### src/verilog/wrp_cfg.svh
// register offsets, field positions and reset values of the working-register pointer
`ifndef WRP_CFG_SVH
`define WRP_CFG_SVH
// register indices, and byte addresses on the register bus at four times the index
`define WRP_UPPER_IDX 8'he9
`define WRP_LOWER_IDX 8'he8
`define WRP_STATUS_IDX 8'hea
`define WRP_UPPER_ADDR 12'h3a4
`define WRP_LOWER_ADDR 12'h3a0
`define WRP_STATUS_ADDR 12'h3a8
// field layout of a pointer byte
`define WRP_BLK_HI 7
`define WRP_BLK_LO 3
`define WRP_MODE_BIT 2
// pointer reset value; block bits have no defined reset, zero chosen
`define WRP_PTR_RESET 8'h00
// answers on the register bus
`define WRP_RESP_OKAY 2'b00
`define WRP_RESP_SLVERR 2'b10
`endif

### src/verilog/wrp_pkg.sv
// types shared by the working-register pointer
package wrp_pkg;
    // pointer instruction issued by the core
    typedef enum logic [1:0] {
        WRP_OP_NONE,
        WRP_OP_SINGLE,
        WRP_OP_LOW,
        WRP_OP_HIGH
    } wrp_op_t;
    // bus slave phase
    typedef enum logic [1:0] {
        WRP_IDLE,
        WRP_WRESP,
        WRP_RRESP
    } wrp_phase_t;
endpackage

### src/verilog/wrp_pointer.sv
// working-register pointer pair with address mapping and register bus slave
// Contract
// RQ1: pointer upper five bits hold block 0..31
// RQ2: single mode maps sixteen onto two blocks
// RQ3: twin mode maps r0-r7 via first pointer
// RQ4: twin mode maps r8-r15 via second pointer
// RQ5: half instructions set mode, single clears
// RQ6: two lowest pointer bits always zero
// RQ7: software keeps second pointer reserved outside twin
// RQ8: address is block times eight plus index
`timescale 1ns/1ps
`include "wrp_cfg.svh"
module wrp_pointer #(
    parameter int BLOCK_BITS = 5,
    parameter int ADDR_W = 12
) (
    clk,
    reset,
    instrOp,
    instrBlock,
    workReg,
    fileAddr,
    twinMode,
    awvalid,
    awready,
    awaddr,
    wvalid,
    wready,
    wdata,
    wstrb,
    bvalid,
    bready,
    bresp,
    arvalid,
    arready,
    araddr,
    rvalid,
    rready,
    rdata,
    rresp
);
    input wire logic clk; // core clock
    input wire logic reset; // synchronous, active high
    input wire wrp_pkg::wrp_op_t instrOp; // one-cycle pointer instruction
    input wire logic [BLOCK_BITS-1:0] instrBlock; // block operand
    input wire logic [3:0] workReg; // working register r0..r15
    output logic [BLOCK_BITS+2:0] fileAddr; // register-file address
    output logic twinMode; // pointer mode bit
    input wire logic awvalid;
    output logic awready;
    input wire logic [ADDR_W-1:0] awaddr;
    input wire logic wvalid;
    output logic wready;
    input wire logic [31:0] wdata;
    input wire logic [3:0] wstrb;
    output logic bvalid;
    input wire logic bready;
    output logic [1:0] bresp;
    input wire logic arvalid;
    output logic arready;
    input wire logic [ADDR_W-1:0] araddr;
    output logic rvalid;
    input wire logic rready;
    output logic [31:0] rdata;
    output logic [1:0] rresp;

    // field width fixed by the pointer byte layout; refused while elaborating
    // the address must reach the three register words of the window
    if (BLOCK_BITS != `WRP_BLK_HI - `WRP_BLK_LO + 1 || ADDR_W < 12)
    begin : g_bad_params
        $error("wrp_pointer: unsupported parameters");
    end

    // whole state in one record
    typedef struct packed {
        logic [BLOCK_BITS-1:0] lowBlk; // first pointer block
        logic [BLOCK_BITS-1:0] highBlk; // second pointer block
        logic mode; // 1 twin, 0 single
        logic awTaken; // write address held
        logic wTaken; // write data held
        logic [ADDR_W-1:0] wAddr;
        logic [31:0] wData;
        logic wLane0; // byte lane 0 strobe
        logic bValid;
        logic [1:0] bResp;
        logic rValid;
        logic [31:0] rData;
        logic [1:0] rResp;
    } wrp_state_t;

    wrp_state_t state_reg;
    wrp_state_t state_next;

    // pointer byte view; lowest two bits forced to zero
    function automatic logic [7:0] ptrByte(input logic [BLOCK_BITS-1:0] blk, input logic m);
        logic [7:0] b;
        b = `WRP_PTR_RESET;
        // RQ6 low bits zero
        b[`WRP_BLK_HI:`WRP_BLK_LO] = blk;
        b[`WRP_MODE_BIT] = m;
        ptrByte = b;
    endfunction

    // which register an address selects: 0 none, 1 lower, 2 upper, 3 status
    function automatic logic [1:0] decode(input logic [ADDR_W-1:0] a);
        decode = 2'd0;
        if (a == ADDR_W'(`WRP_LOWER_ADDR))
            decode = 2'd1;
        else if (a == ADDR_W'(`WRP_UPPER_ADDR))
            decode = 2'd2;
        else if (a == ADDR_W'(`WRP_STATUS_ADDR))
            decode = 2'd3;
    endfunction

    // next-state logic: instructions, bus writes and reads
    always_comb
    begin
        logic doWrite;
        logic [1:0] sel;
        state_next = state_reg;
        doWrite = 1'b0;
        sel = 2'd0;
        // channel capture, either order
        if (awvalid && !state_reg.awTaken && !state_reg.bValid)
        begin
            state_next.awTaken = 1'b1;
            state_next.wAddr = awaddr;
        end
        if (wvalid && !state_reg.wTaken && !state_reg.bValid)
        begin
            state_next.wTaken = 1'b1;
            state_next.wData = wdata;
            state_next.wLane0 = wstrb[0];
        end
        if (state_reg.bValid && bready)
            state_next.bValid = 1'b0;
        // both halves present: perform write, answer next cycle
        if (state_reg.awTaken && state_reg.wTaken && !state_reg.bValid)
        begin
            doWrite = state_reg.wLane0;
            sel = decode(state_reg.wAddr);
            state_next.awTaken = 1'b0;
            state_next.wTaken = 1'b0;
            state_next.bValid = 1'b1;
            state_next.bResp = (sel == 2'd0) ? `WRP_RESP_SLVERR : `WRP_RESP_OKAY;
        end
        // software write: block field only; mode bit follows instructions
        if (doWrite && sel == 2'd1)
            state_next.lowBlk = state_reg.wData[`WRP_BLK_HI:`WRP_BLK_LO];
        if (doWrite && sel == 2'd2)
            state_next.highBlk = state_reg.wData[`WRP_BLK_HI:`WRP_BLK_LO];
        // instruction wins over a software write in the same cycle
        case (instrOp)
            wrp_pkg::WRP_OP_SINGLE:
            begin
                // RQ1 load block
                state_next.lowBlk = instrBlock;
                // RQ5 clear mode
                state_next.mode = 1'b0;
            end
            wrp_pkg::WRP_OP_LOW:
            begin
                state_next.lowBlk = instrBlock;
                // RQ5 set mode
                state_next.mode = 1'b1;
            end
            wrp_pkg::WRP_OP_HIGH:
            begin
                // RQ4 second block
                state_next.highBlk = instrBlock;
                state_next.mode = 1'b1;
            end
            default:
            begin
                state_next.mode = state_reg.mode;
            end
        endcase
        // read channel, one cycle latency
        if (state_reg.rValid && rready)
            state_next.rValid = 1'b0;
        if (arvalid && !state_reg.rValid)
        begin
            state_next.rValid = 1'b1;
            state_next.rResp = `WRP_RESP_OKAY;
            case (decode(araddr))
                2'd1: state_next.rData = {24'h000000, ptrByte(state_reg.lowBlk, state_reg.mode)};
                2'd2: state_next.rData = {24'h000000, ptrByte(state_reg.highBlk, state_reg.mode)};
                2'd3: state_next.rData = {31'h00000000, state_reg.mode};
                default:
                begin
                    state_next.rData = 32'h00000000;
                    state_next.rResp = `WRP_RESP_SLVERR;
                end
            endcase
        end
        if (reset)
        begin
            state_next = '0;
        end
    end

    // single register stage
    always_ff @(posedge clk)
    begin
        state_reg <= state_next;
    end

    // address mapping, combinational from the pointers
    always_comb
    begin
        logic [BLOCK_BITS-1:0] blk;
        blk = state_reg.lowBlk;
        if (!state_reg.mode)
        begin
            // RQ2 consecutive pair; wraps past block 31
            blk = state_reg.lowBlk + BLOCK_BITS'(workReg[3]);
        end
        else if (workReg[3])
        begin
            // RQ4 upper eight
            blk = state_reg.highBlk;
        end
        else
        begin
            // RQ3 lower eight
            blk = state_reg.lowBlk;
        end
        // RQ8 block times eight plus index
        fileAddr = {blk, workReg[2:0]};
    end

    assign twinMode = state_reg.mode;
    // handshake outputs
    assign awready = !state_reg.awTaken && !state_reg.bValid;
    assign wready = !state_reg.wTaken && !state_reg.bValid;
    assign bvalid = state_reg.bValid;
    assign bresp = state_reg.bResp;
    assign arready = !state_reg.rValid;
    assign rvalid = state_reg.rValid;
    assign rdata = state_reg.rData;
    assign rresp = state_reg.rResp;
endmodule

### config.mk
export PLATFORM = sky130hd
export DESIGN_NAME = wrp_pointer
export DESIGN_NICKNAME = d
export VERILOG_FILES = /design/src/verilog/wrp_pkg.sv /design/src/verilog/wrp_pointer.sv
export VERILOG_INCLUDE_DIRS = /design/src /design/src/verilog
export SDC_FILE = /design/constraint.sdc
export NUM_CORES = 1
export LEC_CHECK = 0
export BUFFER_PORTS_ARGS = -buffer_cell sky130_fd_sc_hd__buf_4
export CAP_MARGIN = 20
export CORE_MARGIN = 2
export CORE_UTILIZATION = 45
export DETAILED_ROUTE_END_ITERATION = 7
export GPL_TIMING_DRIVEN = 0
export HOLD_SLACK_MARGIN = 0.1
export PLACE_DENSITY_LB_ADDON = 0.1
export RECOVER_POWER = 25
export SETUP_SLACK_MARGIN = 0.5
export SYNTH_ARGS = -nofsm -noshare
export SYNTH_HDL_FRONTEND = slang
export SYNTH_SLANG_ARGS = --single-unit
### constraint.sdc
create_clock -name clk -period 2.1 [get_ports clk]
set_clock_uncertainty 0.2 [all_clocks]
set_input_delay 0.42 -clock clk [delete_from_list [all_inputs] [get_ports clk]]
set_output_delay 0.42 -clock clk [all_outputs]
set_load 0.05 [all_outputs]
==> key figures <==
Placement
  • Setup WS pre-CTS: a little over 20 ps
  • Inst Count DP: roughly 440
  • GP Congestion: between 0.7 and 0.8
  • Final HPWL from detailed placement: 4100 microns
  • Port bufs: 66

Yosys
  • Yosys reg bits: 42
  • Area share of the largest cell type after synthesis: around 36%
  • Netlist Area Pre-Place: 2360 sq um
  • Post-synth EDFFs: 0
  • Main area contributors after synthesis: dfxtp_1 (36%), buf_4 (12%), mux2i_1 (6.8%), nand2_1 (5.4%), a21oi_1 (5.3%)
  • Total number of yosys warnings: 0
  • Mapped Cells: around 280
  • Avg Inst Size Synth: 8.57 sq um
  • Fraction of the yosys area taken by sequential cells: 35.7%
  • Main synth FF type: dfxtp_1
  • Fraction of registers with async set or reset after synthesis: 0%
  • Yosys top cell by area: dfxtp_1
  • Distinct cells, synth: 36

Worst setup path
  • Reg2Reg Depth: 6
  • Most frequent CP cell: ha_4
  • Reg2reg start: state_reg[38]
  • Reg2reg end: state_reg[93]
  • Reg2Reg Setup Slack: 70 ps
  • CP max stage delay: between 300 and 400 ps
  • Crit Path Class: reg2out
  • Crit start category: flip-flop
  • Worst path cell trace: ha_4 -> ha_4 -> nand3_4 -> xnor2_2 -> nor2_2 -> a21oi_4 -> buf_6
  • Worst EP required: 1480 ps
  • WP data arrival: between 1500 and 2000 ps
  • Slowest-stage cell, CP: dfxtp_4
  • CP Capture Type: output port
  • Critical path fanouts, max: 2

Cells and area
  • Area added between synthesis and finish: 52.9%
  • Most common cell after layout, fill and taps aside: buf_4
  • Layout fillers: 430
  • Max reg flops: 30
  • Diode count: 0
  • Fin util: between 70% and 80%
  • Fin nets: 469
  • Fin cells: 457
  • Layout cells sized above 1: 50.6%
  • Commonest cells after routing, fill and taps aside: buf_4 (97), nand2_1 (33), dfxtp_1 (28)

Detailed routing
  • DRT iter0 DRCs: 62
  • Residual DRC: 0
  • Via density: ~4.7
  • Final wirelength: between 5000 and 6000 microns
  • DRT Pass-1 Iters: 4
  • Wirelength per Cell: roughly 13 microns
  • Vias post-DR: around 2200
  • Final ANT Viol Nets: 0

Timing
  • Max-slew violations: 0
  • Setup Total Neg Slack: -74.8 ps
  • Final worst slack: -49.5 ps
  • Final setup fails: 3
  • Fin. Hold Viols: 0
  • Tmin final: 2150 ps
  • Final period util: 102%
  • Max Freq: around 470 MHz
  • Unrepaired setup endpoints after global routing: yes
  • Worst-Margin Slew: 615 ps
  • Slew headroom: roughly 60%

CTS
  • Clk root buf: clkbuf_8
  • Clock sinks: 42
  • Clock-pin slew on the worst setup and hold paths: around 70 ps
  • Clk_lat worst skew: 290 ps
  • CTS tree: built
  • Num CTS Buffers: 5
  • H-tree depth: 2
  • Maximum clock insertion buffer count: 2

Global routing
  • Total gr overflow: 0
  • Global-route usage over all layers: 19.6%
  • Via count of the first global-routing pass: 2035
  • Initial antenna violation count: 0
  • Wire length of the first global-routing pass: just over 9000 microns
  • Largest net degree at the start of global routing: 13

Floorplan
  • Die X-Extent: ~76 microns
  • Die Ht: between 70 and 80 microns
  • Io pins: 128
  • Starting density of the core: about 46%
  • CORE AREA: roughly 5100 sq um
  • Die ar.: between 5000 and 6000 sq um
  • FP Rows: 26

Min path
  • Hold_sp: wdata[7]
  • Hold Path Depth: 3
  • Hold EP: state_reg[46]
  • Min-delay worst type: in2reg

Status
  • Status: finished with violations
  • Failing checks: negative setup slack

Pwr
  • Pwr/cell area: approximately 600 nW/um^2
  • Max rail drop VDD: 0.365 mV
  • Leakage: between 1.5 and 2 nW

Flow run
  • Max-cap violation count: 0
==> cell type report <==
cell class	instances	area, sq um	area share (%)
multi-input cells	203	1520	42.3
inverters	5	18.8	0.521
well taps	70	87.6	2.43
plain buffers	51	388	10.8
clock buffers	7	86.3	2.39
repair buffers	78	627	17.4
flip-flops and latches	42	868	24.1
clock inverters	1	5.00	0.139
==> stage by stage <==
stage	cell area [sq um]	total power, W	hold WS [ps]
2_1_floorplan	2640	0.00140	227
3_3_place_gp	3220	0.00155	237
3_5_place_dp	3220	0.00156	241
4_1_cts	3490	0.00214	163
5_1_grt	3600	0.00225	165
6_report	3600	0.00215	168
==> logic make-up (layout without fill, tap and decap cells) <==
logic type / count (synthesis) / after routing / share of synthesized area (%)
buffers and inverters: 56 / 142 / 16.7
xor gates and xnor gates: 3 / 3 / 1.11
other: 1 / 27 / 0.159
AOI/OAI and AO/OA: 33 / 33 / 7.22
and+or+nand+nor: 119 / 119 / 29.7
DFF: 42 / 42 / 35.7
adders and majority gates: 5 / 5 / 2.65
muxes: 16 / 16 / 6.79
==> worst max path at each step <==
stage | slack (ps) | start | to | cells past startpoint
CTS | -50 | state_reg[91] | fileAddr[7] | 7
global route | -90 | state_reg[91] | fileAddr[7] | 7
floorplan | 190 | workReg[3] | fileAddr[7] | 6
finish | -50 | state_reg[91] | fileAddr[7] | 7
detailed placement | 20 | workReg[3] | fileAddr[7] | 8
global placement | 50 | workReg[3] | fileAddr[7] | 8
==> cells in the mapped netlist, drive strengths merged, types with 2 or more instances <==
cell / count
and2b: 10
or4bb: 3
inv: 5
nor2: 23
dfxtp: 42
a211oi: 2
nor3: 10
o21ai: 6
and2: 2
ha: 5
nand4b: 3
a21oi: 25
xnor2: 2
nand2b: 4
nand2: 34
buf: 41
clkbuf: 10
nor4: 13
mux2i: 16
nor3b: 10
nand3: 2
==> report_power, final <==
group | leakage, nW | internal (W) | switching [W]
clock network | 0.0482 | 0.000265 | 0.000267
registers | 0.351 | 0.000848 | 0.0000578
logic | 1.22 | 0.000295 | 0.000419
total | 1.62 | 0.00141 | 0.000744
==> per-layer routing <==
metal  track usage (%)  up-vias  wire length (microns)
met3              5.33        7                    398
met4              5.82        0                     64
met5                 0        -                      0
li1                  -     1092                      -
met1              24.6      988                   2560
met2              32.8       72                   2720
==> critical path: cells and delay by family (launching register included) <==
family	cells	cell delay [ps]
XOR/XNOR	1	170
flip-flops	1	370
buffers and inverters	1	170
adder cells (fa/ha/maj)	2	280
AO/OA/AOI/OAI	1	110
AND/OR/NAND/NOR	2	150
==> what timing repair did <==
item                                   4_1_cts  5_1_grt
hold buffers                                 0        0
setup endpoints to repair                   25       35
setup buffers                                8        3
gates resized for setup                     34       35
pin swaps                                   21       14
endpoints found under the hold margin        0        0
gates cloned                                 1        0
No activity file was read; power rests on OpenSTA's default activity.
